===== src/logic/sac_pkg.sv =====
// Shared constants and types of the SAR converter control block.
// Assumes a 250 MHz core clock and a 32-bit classic Wishbone slave port.
package sac_pkg;
   // Register indices; byte address is four times the index
   localparam logic [7:0] CSR_IDX = 8'h70;
   localparam logic [7:0] HIGH_IDX = 8'h71;
   localparam logic [7:0] LOW_IDX = 8'h72;
   localparam int ADR_W = 12;
   localparam logic [ADR_W-1:0] CSR_ADDR = {2'h0, CSR_IDX, 2'h0};
   localparam logic [ADR_W-1:0] HIGH_ADDR = {2'h0, HIGH_IDX, 2'h0};
   localparam logic [ADR_W-1:0] LOW_ADDR = {2'h0, LOW_IDX, 2'h0};

   // Control/status field positions
   localparam int EOC_BIT = 7;
   localparam int SPEED_BIT = 6;
   localparam int ON_BIT = 5;
   localparam int CH_MSB = 3;
   localparam int CH_W = 4;

   // Reset values
   localparam logic [7:0] CSR_RESET = 8'h00;
   localparam logic [7:0] DATA_RESET = 8'h00;

   // Converter geometry and timing
   localparam int RES_W = 10;
   localparam int SAMPLE_TICKS = 4;
   localparam logic [1:0] DIV4_LAST = 2'h3;

   typedef enum logic [1:0] {
      SAC_IDLE = 2'b00,
      SAC_SAMPLE = 2'b01,
      SAC_SET = 2'b10,
      SAC_DECIDE = 2'b11
   } sac_state_t;

   // Signals toward the analog multiplexer and comparator
   typedef struct packed {
      logic enable;
      logic [CH_W-1:0] channel;
      logic sample;
      logic [RES_W-1:0] trial;
   } sac_ana_t;
endpackage


===== src/logic/sac_adc_control.sv =====
// SAR converter control logic with a classic Wishbone register slave.
// Assumes a synchronous bus master on core_clk and an asynchronous comparator pin.
`timescale 1ns/1ps
module sac_adc_control
   import sac_pkg::*;
#(
   parameter int SAMPLE_LEN = SAMPLE_TICKS
) (
   input wire logic core_clk,
   input wire logic reset_n,
   input wire logic wb_cyc_i,
   input wire logic wb_stb_i,
   input wire logic wb_we_i,
   input wire logic [ADR_W-1:0] wb_adr_i,
   input wire logic [31:0] wb_dat_i,
   input wire logic [3:0] wb_sel_i,
   output logic [31:0] wb_dat_o,
   output logic wb_ack_o,
   input wire logic haltMode,
   input wire logic compIn,
   output sac_ana_t anaBus
);
   logic ack_reg;
   logic [31:0] rdData_reg;
   logic speed_reg;
   logic convOn_reg;
   logic [CH_W-1:0] channel_reg;
   logic eoc_reg;
   logic [7:0] resultHigh_reg;
   logic [7:0] resultLow_reg;
   logic [1:0] divCnt_reg;
   logic cmpMeta_reg;
   logic cmpSync_reg;
   logic busReq;
   logic csrWrite;
   logic highRead;
   logic run;
   logic tick;
   logic restart;
   logic sampling;
   logic doneStrobe;
   logic [RES_W-1:0] trialCode;
   logic [RES_W-1:0] result;
   logic [7:0] csrView;

   // Bus request seen in the cycle before ack
   assign busReq = wb_cyc_i && wb_stb_i && !ack_reg;
   assign csrWrite = busReq && wb_we_i && wb_sel_i[0] && wb_adr_i == CSR_ADDR;
   assign highRead = busReq && !wb_we_i && wb_adr_i == HIGH_ADDR;

   // Halt stops the converter; wait mode needs no handling
   assign run = convOn_reg && !haltMode;

   // Only a real channel change while running aborts
   assign restart = csrWrite && run && wb_dat_i[CH_MSB:0] != channel_reg;

   assign csrView = {eoc_reg, speed_reg, convOn_reg, 1'b0, channel_reg};

   // Ack one cycle after the request, dropped after one cycle
   always_ff @(posedge core_clk or negedge reset_n) begin
      if (!reset_n) begin
         ack_reg <= 1'b0;
      end else begin
         ack_reg <= busReq;
      end
   end

   // Read data; unmapped addresses read zero
   always_ff @(posedge core_clk or negedge reset_n) begin
      if (!reset_n) begin
         rdData_reg <= 32'h0000_0000;
      end else if (busReq && !wb_we_i) begin
         unique case (wb_adr_i)
            CSR_ADDR: rdData_reg <= {24'h00_0000, csrView};
            HIGH_ADDR: rdData_reg <= {24'h00_0000, resultHigh_reg};
            LOW_ADDR: rdData_reg <= {24'h00_0000, resultLow_reg};
            default: rdData_reg <= 32'h0000_0000;
         endcase
      end
   end

   assign wb_ack_o = ack_reg;
   assign wb_dat_o = rdData_reg;

   // Writable control fields; reserved bit 4 is not stored
   always_ff @(posedge core_clk or negedge reset_n) begin
      if (!reset_n) begin
         speed_reg <= CSR_RESET[SPEED_BIT];
         convOn_reg <= CSR_RESET[ON_BIT];
         channel_reg <= CSR_RESET[CH_MSB:0];
      end else if (csrWrite) begin
         speed_reg <= wb_dat_i[SPEED_BIT];
         convOn_reg <= wb_dat_i[ON_BIT];
         channel_reg <= wb_dat_i[CH_MSB:0];
      end
   end

   // Done flag: completion wins over a clear in the same cycle
   always_ff @(posedge core_clk or negedge reset_n) begin
      if (!reset_n) begin
         eoc_reg <= CSR_RESET[EOC_BIT];
      end else if (doneStrobe) begin
         eoc_reg <= 1'b1;
      end else if (highRead || csrWrite) begin
         eoc_reg <= 1'b0;
      end
   end

   // Results are overwritten by every conversion
   always_ff @(posedge core_clk or negedge reset_n) begin
      if (!reset_n) begin
         resultHigh_reg <= DATA_RESET;
         resultLow_reg <= DATA_RESET;
      end else if (doneStrobe) begin
         resultHigh_reg <= result[RES_W-1:2];
         resultLow_reg <= {6'h00, result[1:0]};
      end
   end

   // Converter clock enable divided from core_clk
   always_ff @(posedge core_clk or negedge reset_n) begin
      if (!reset_n) begin
         divCnt_reg <= 2'h0;
      end else if (!run) begin
         divCnt_reg <= 2'h0;
      end else begin
         divCnt_reg <= divCnt_reg + 2'h1;
      end
   end

   assign tick = run && (speed_reg ? divCnt_reg[0] : divCnt_reg == DIV4_LAST);

   // Comparator pin synchroniser
   always_ff @(posedge core_clk or negedge reset_n) begin
      if (!reset_n) begin
         cmpMeta_reg <= 1'b0;
         cmpSync_reg <= 1'b0;
      end else begin
         cmpMeta_reg <= compIn;
         cmpSync_reg <= cmpMeta_reg;
      end
   end

   sac_sar_step #(
      .SAMPLE_LEN(SAMPLE_LEN)
   ) sarStep (
      .core_clk(core_clk),
      .reset_n(reset_n),
      .tick(tick),
      .run(run),
      .restart(restart),
      .cmpBit(cmpSync_reg),
      .sampling(sampling),
      .trialCode(trialCode),
      .doneStrobe(doneStrobe),
      .resultOut(result)
   );

   assign anaBus.enable = run;
   assign anaBus.channel = channel_reg;
   assign anaBus.sample = sampling;
   assign anaBus.trial = trialCode;

   // Checks
   a_done_sets_eoc: assert property (@(posedge core_clk) disable iff (!reset_n)
      doneStrobe |=> eoc_reg)
      else $error("done flag not set after completion");

   a_result_loads: assert property (@(posedge core_clk) disable iff (!reset_n)
      doneStrobe |=> resultHigh_reg == $past(result[RES_W-1:2]) && resultLow_reg[1:0] == $past(result[1:0]))
      else $error("result registers not overwritten");

   a_low_upper_zero: assert property (@(posedge core_clk) disable iff (!reset_n)
      busReq && !wb_we_i && wb_adr_i == LOW_ADDR |=> wb_ack_o && wb_dat_o[31:2] == 30'h0)
      else $error("low result upper bits not zero");

   a_high_read_clears: assert property (@(posedge core_clk) disable iff (!reset_n)
      highRead && !doneStrobe |=> !eoc_reg)
      else $error("high read did not clear done");

   a_csr_write_clears: assert property (@(posedge core_clk) disable iff (!reset_n)
      csrWrite && !doneStrobe |=> !eoc_reg ##1 wb_ack_o == 1'b0)
      else $error("status write did not clear done");

   a_off_no_result: assert property (@(posedge core_clk) disable iff (!reset_n)
      !run ##1 !run |-> !doneStrobe && !anaBus.sample)
      else $error("converter active while off");

   a_halt_disable: assert property (@(posedge core_clk) disable iff (!reset_n)
      haltMode |-> !anaBus.enable && !tick)
      else $error("converter running in halt");

   a_chan_abort: assert property (@(posedge core_clk) disable iff (!reset_n)
      restart && run && !doneStrobe |=> !eoc_reg && (anaBus.sample || !run))
      else $error("channel change did not restart");

   a_div4_gap: assert property (@(posedge core_clk) disable iff (!reset_n)
      (tick && !speed_reg && run) ##1 (!speed_reg && run) [*2] |-> !tick && !$past(tick))
      else $error("divide by four ticks too close");

   a_div2_beat: assert property (@(posedge core_clk) disable iff (!reset_n)
      (tick && speed_reg) ##1 (speed_reg && run) |=> tick)
      else $error("divide by two tick missing");

   a_ack_once: assert property (@(posedge core_clk) disable iff (!reset_n)
      busReq |=> wb_ack_o ##1 !wb_ack_o)
      else $error("ack not a single cycle");
endmodule // sac_adc_control


===== src/logic/sac_sar_step.sv =====
// Successive approximation sequencer: sampling, then one set/decide pair per bit.
// Assumes a one-cycle tick enable at the converter rate and a synchronised comparator bit.
`timescale 1ns/1ps
module sac_sar_step
   import sac_pkg::*;
#(
   parameter int SAMPLE_LEN = SAMPLE_TICKS
) (
   input wire logic core_clk,
   input wire logic reset_n,
   input wire logic tick,
   input wire logic run,
   input wire logic restart,
   input wire logic cmpBit,
   output logic sampling,
   output logic [RES_W-1:0] trialCode,
   output logic doneStrobe,
   output logic [RES_W-1:0] resultOut
);
   sac_state_t state_reg;
   logic [3:0] bitIdx_reg;
   logic [7:0] sampleCnt_reg;
   logic [RES_W-1:0] trial_reg;

   // Sequencer; restart and stop take effect at once
   always_ff @(posedge core_clk or negedge reset_n) begin
      if (!reset_n) begin
         state_reg <= SAC_IDLE;
         bitIdx_reg <= 4'h0;
         sampleCnt_reg <= 8'h00;
         trial_reg <= '0;
      end else if (!run) begin
         state_reg <= SAC_IDLE;
         sampleCnt_reg <= 8'h00;
      end else if (restart || state_reg == SAC_IDLE) begin
         state_reg <= SAC_SAMPLE;
         sampleCnt_reg <= 8'h00;
      end else if (tick) begin
         unique case (state_reg)
            SAC_SAMPLE: begin
               if (sampleCnt_reg == 8'(SAMPLE_LEN - 1)) begin
                  state_reg <= SAC_SET;
                  bitIdx_reg <= 4'(RES_W - 1);
                  trial_reg <= {1'b1, {(RES_W-1){1'b0}}};
               end else begin
                  sampleCnt_reg <= sampleCnt_reg + 8'h01;
               end
            end
            SAC_SET: begin
               state_reg <= SAC_DECIDE;
            end
            SAC_DECIDE: begin
               // Comparator low means the input sits below the trial
               trial_reg[bitIdx_reg] <= cmpBit;
               if (bitIdx_reg == 4'h0) begin
                  state_reg <= SAC_SAMPLE;
                  sampleCnt_reg <= 8'h00;
               end else begin
                  bitIdx_reg <= bitIdx_reg - 4'h1;
                  trial_reg[bitIdx_reg - 4'h1] <= 1'b1;
                  state_reg <= SAC_SET;
               end
            end
            SAC_IDLE: begin
               state_reg <= SAC_SAMPLE;
            end
         endcase
      end
   end

   // Completion pulse with the finished code
   always_ff @(posedge core_clk or negedge reset_n) begin
      if (!reset_n) begin
         doneStrobe <= 1'b0;
         resultOut <= '0;
      end else begin
         doneStrobe <= run && !restart && tick && state_reg == SAC_DECIDE && bitIdx_reg == 4'h0;
         resultOut <= {trial_reg[RES_W-1:1], cmpBit};
      end
   end

   assign sampling = state_reg == SAC_SAMPLE;
   assign trialCode = trial_reg;
endmodule // sac_sar_step


===== config.mk =====
export PLATFORM = sky130hd
export DESIGN_NAME = sac_adc_control
export DESIGN_NICKNAME = d
export VERILOG_FILES = /design/src/logic/sac_pkg.sv /design/src/logic/sac_adc_control.sv /design/src/logic/sac_sar_step.sv
export SDC_FILE = /design/constraint.sdc
export NUM_CORES = 1
export LEC_CHECK = 0
export ABC_AREA = 1
export BUFFER_PORTS_ARGS = -buffer_cell sky130_fd_sc_hd__buf_2
export CORE_AREA = 2 2 77 116
export CTS_CLUSTER_DIAMETER = 50
export DETAILED_ROUTE_END_ITERATION = 12
export DIE_AREA = 0 0 79 118
export PLACE_DENSITY = 0.8
export RECOVER_POWER = 100
export SLEW_MARGIN = 20
export SYNTH_ARGS = -nofsm -noshare
export SYNTH_HDL_FRONTEND = slang
export SYNTH_HIERARCHICAL = 1
export SYNTH_SLANG_ARGS = --single-unit

===== constraint.sdc =====
create_clock -name core_clk -period 2.4 [get_ports core_clk]
set_input_delay 0.24 -clock core_clk [delete_from_list [all_inputs] [get_ports core_clk]]
set_output_delay 0.24 -clock core_clk [all_outputs]
set_load 0.02 [all_outputs]

==> results.md <==
* Status: complete, no violations
* Sequential fraction of design power at 43.7%
* Count of final setup violators at 0
* Worst-margin pin slew at 0.674 ns
* Max-Cap Viols at 0
* First-pass GRT wire length at 13.6 mm
* Peak supply drop at 0.360 mV
* Total Wirelength at 8.23 mm
* Worst-path clk slew at 0.05 ns
* Post-DP HPWL at 6.09 mm
* Switching share of power at 22.4%
* Min-Delay Path Class: in2reg
* DR WL/cell at 13.0 um
* Critical Path RT at 2.65 ns
* Initial antenna violation count at 0
* Seq/Total Area, Yosys at 44.4%
* Vias at 3,063
* Setup slack, reg-to-reg at 0.30 ns
* Final period util at 87.7%
* # resized after CTS at 0
* Die W at 79 um
* Residual DRC at 0
* RSZ-0062 raised after global routing: no
* Critical Path AT at 2.35 ns
* Final Hold Vio Count at 0
* Post-synthesis register bit count at 65
* Period minus WS final at 2.10 ns
* Gr usage total at 18.5%
* Die area at 0.00932 sq mm
* H-tree depth at 3
* # IOs at 104
* First-pass DRT Iterations at 4
* Clock Latency Late Sink at 0.33 ns
* Gpl congestion at 0.923
* Routed Antenna Nets at 0
* Largest net degree at the start of global routing at 32
* Final Core Density at 49.8%
* N_diodes at 0
* Setup Buffers After CTS at 0
* Worst setup SP type: flip-flop
* Max Clock Freq at 475 MHz
* Die height at 118 um
* Starting Density at 44.1%
* Rows at 41
* Max FO, Critical Path at 10
* Clock share of power at 52.1%
* Synthesis warning total at 6
* Area Overhead vs Synth at 12.9%
* CTS Sinks at 65
* Cts bufs inserted at 9
* Psw at 566 uW
* Synth Instances at 464
* Clock skew at 0.00715 ns
* WS Path Type: reg2reg
* Clock Path Buffers at 2
* CTS root buf: clkbuf_16
* Post-Synthesis Cell Area at 0.00366 sq mm
* CTS tree: yes
* Grt ovf at 0
* Synth cell types at 29
* Worst setup EP type: flip-flop
* Int Power at 1.96 mW
* Pwr per Cell Area at 610 mW/mm^2
* Core area at 0.00831 sq mm
* Syn Area/Cell at 7.90 sq um
* Slew headroom at 55.1%
* I/O Buffers at 50
* DR iter-0 viols at 140
* Number of global-route vias before repair at 3,130
* Vias per inst at 4.85
* Pins over their slew limit at 0
* Layout cells sized above 1 at 13.9%
* Gate power share at 4.3%
* Pleak at 2.16 nW
* Nets at 581
* Setup TNS at 0 ns
==> worst max-delay path, stage by stage (launching register included) <==
cell,delay [ns]
dfrtp_1,0.37
inv_1,0.04
nor2_1,0.15
clkbuf_1,0.36
inv_1,0.22
nor2_4,0.16
nand2_1,0.08
nor2_1,0.22
clkbuf_2,0.25
inv_1,0.05
o21ai_0,0.13
==> cells in the mapped netlist, drive strengths merged <==
master | count | area [sq um]
nand4 | 11 | 68.8
inv | 57 | 214
nand2 | 144 | 553
nor3 | 3 | 31.3
clkbuf | 1 | 3.75
xnor2 | 3 | 26.3
nor2 | 48 | 238
dfrtp | 65 | 1630
conb | 1 | 3.75
a21oi | 5 | 25.0
o211ai | 2 | 15.0
nand3 | 36 | 200
xor2 | 3 | 26.3
o21ai | 39 | 218
ha | 7 | 87.6
mux2i | 3 | 30.0
buf | 34 | 270
nand3b | 2 | 27.5
==> what timing repair did <==
item	in CTS	in global routing
hold buffers	1	0
endpoints found under the setup margin	0	0
hold endpoints to repair	29	0
==> power groups by stage <==
stage | logic (mW) | registers (mW) | clock network (mW)
2_1_floorplan | 0.0871 | 1.12 | 0
3_3_place_gp | 0.108 | 1.12 | 0
3_5_place_dp | 0.111 | 1.12 | 0
4_1_cts | 0.113 | 1.10 | 1.35
5_1_grt | 0.122 | 1.10 | 1.39
6_report | 0.108 | 1.10 | 1.32
==> final timing paths <==
path / startpoint / endpoint / cells past startpoint
min in group asynchronous: reset_n / channel_reg[1]$_DFFE_PN0P_ / 2
worst min-delay path: compIn / cmpMeta_reg$_DFF_PN0_ / 1
worst max register to register: convOn_reg$_DFFE_PN0P_ / sarStep/trialCode[3]$_DFFE_PN0P_ / 10
max in group asynchronous: reset_n / sarStep/resultOut[7]$_DFF_PN0_ / 3
worst max-delay path: convOn_reg$_DFFE_PN0P_ / sarStep/trialCode[3]$_DFFE_PN0P_ / 10
worst min register to register: cmpMeta_reg$_DFF_PN0_ / cmpSync_reg$_DFF_PN0_ / 0
==> cell families after synthesis <==
kind of cell / share of synthesized area [%]
other cells: 0.102
simple gates: 30.5
fa+ha+maj: 2.39
compound gates: 7.03
buf+inv: 13.3
mux: 0.819
xor+xnor: 1.43
flops: 44.4
==> cell type report <==
cell class              instances  area, sq um
flip-flops and latches         65         1630
clock inverters                 6         66.3
clock buffers                  10          239
repair buffers                 56          250
well taps                     107          134
inverters                      57          214
fillers                       815         4170
multi-input cells             330         1610
==> placed cells by master (no fill, tap or decap) <==
| cell type | netlist | routed |
|---|---|---|
| nand2_1 | 139 | 139 |
| dfrtp_1 | 65 | 65 |
| inv_1 | 49 | 53 |
| o21ai_0 | 24 | 37 |
| nor2_1 | 33 | 35 |
| nand3_1 | 32 | 32 |
| clkbuf_1 | 1 | 28 |
| buf_2 | 0 | 25 |
| conb_1 | 1 | 24 |
| nand4_1 | 11 | 11 |
| nor2_2 | 11 | 10 |
| clkbuf_16 | 0 | 9 |
| ha_1 | 7 | 7 |
| nand2_2 | 5 | 5 |
| a21oi_1 | 5 | 5 |
| nand3_2 | 4 | 4 |
| inv_2 | 8 | 4 |
| xor2_1 | 3 | 3 |
| xnor2_1 | 3 | 3 |
| nor2_4 | 4 | 3 |
| mux2i_1 | 3 | 3 |
| clkinv_2 | 0 | 2 |
| clkinv_4 | 0 | 2 |
| clkbuf_2 | 0 | 2 |
| o211ai_1 | 2 | 2 |
| nor3_4 | 1 | 1 |
| nand3b_4 | 1 | 1 |
| o21ai_2 | 6 | 1 |
| bufinv_16 | 0 | 1 |
| clkbuf_8 | 0 | 1 |
| inv_6 | 0 | 1 |
| dlygate4sd3_1 | 0 | 1 |
| nand3b_1 | 1 | 1 |
| nor3_2 | 1 | 1 |
| nor3_1 | 1 | 1 |
| o21ai_1 | 9 | 1 |
==> per-layer routing <==
metal	global-route usage [%]	share of wire, %
met1	18.9	37
met2	33.4	55
met3	3.37	4.4
met4	11.9	3.5
met5	0	0
==> through the flow <==
| step | hold WS (ns) | area (sq um) | cells | total power, mW | worst slack [ns] |
|---|---|---|---|---|---|
| CTS | 0.00757 | 4210 | 631 | 2.56 | 0.319 |
| global route | 0.00993 | 4140 | 631 | 2.61 | 0.0493 |
| detailed placement | 0.321 | 3900 | 614 | 1.23 | 0.362 |
| finish | 0.0178 | 4140 | 631 | 2.53 | 0.296 |
| global placement | 0.306 | 3900 | 614 | 1.23 | 0.461 |
| floorplan | -0.0556 | 3750 | 487 | 1.21 | 0.393 |
No activity file was read; power rests on OpenSTA's default activity.
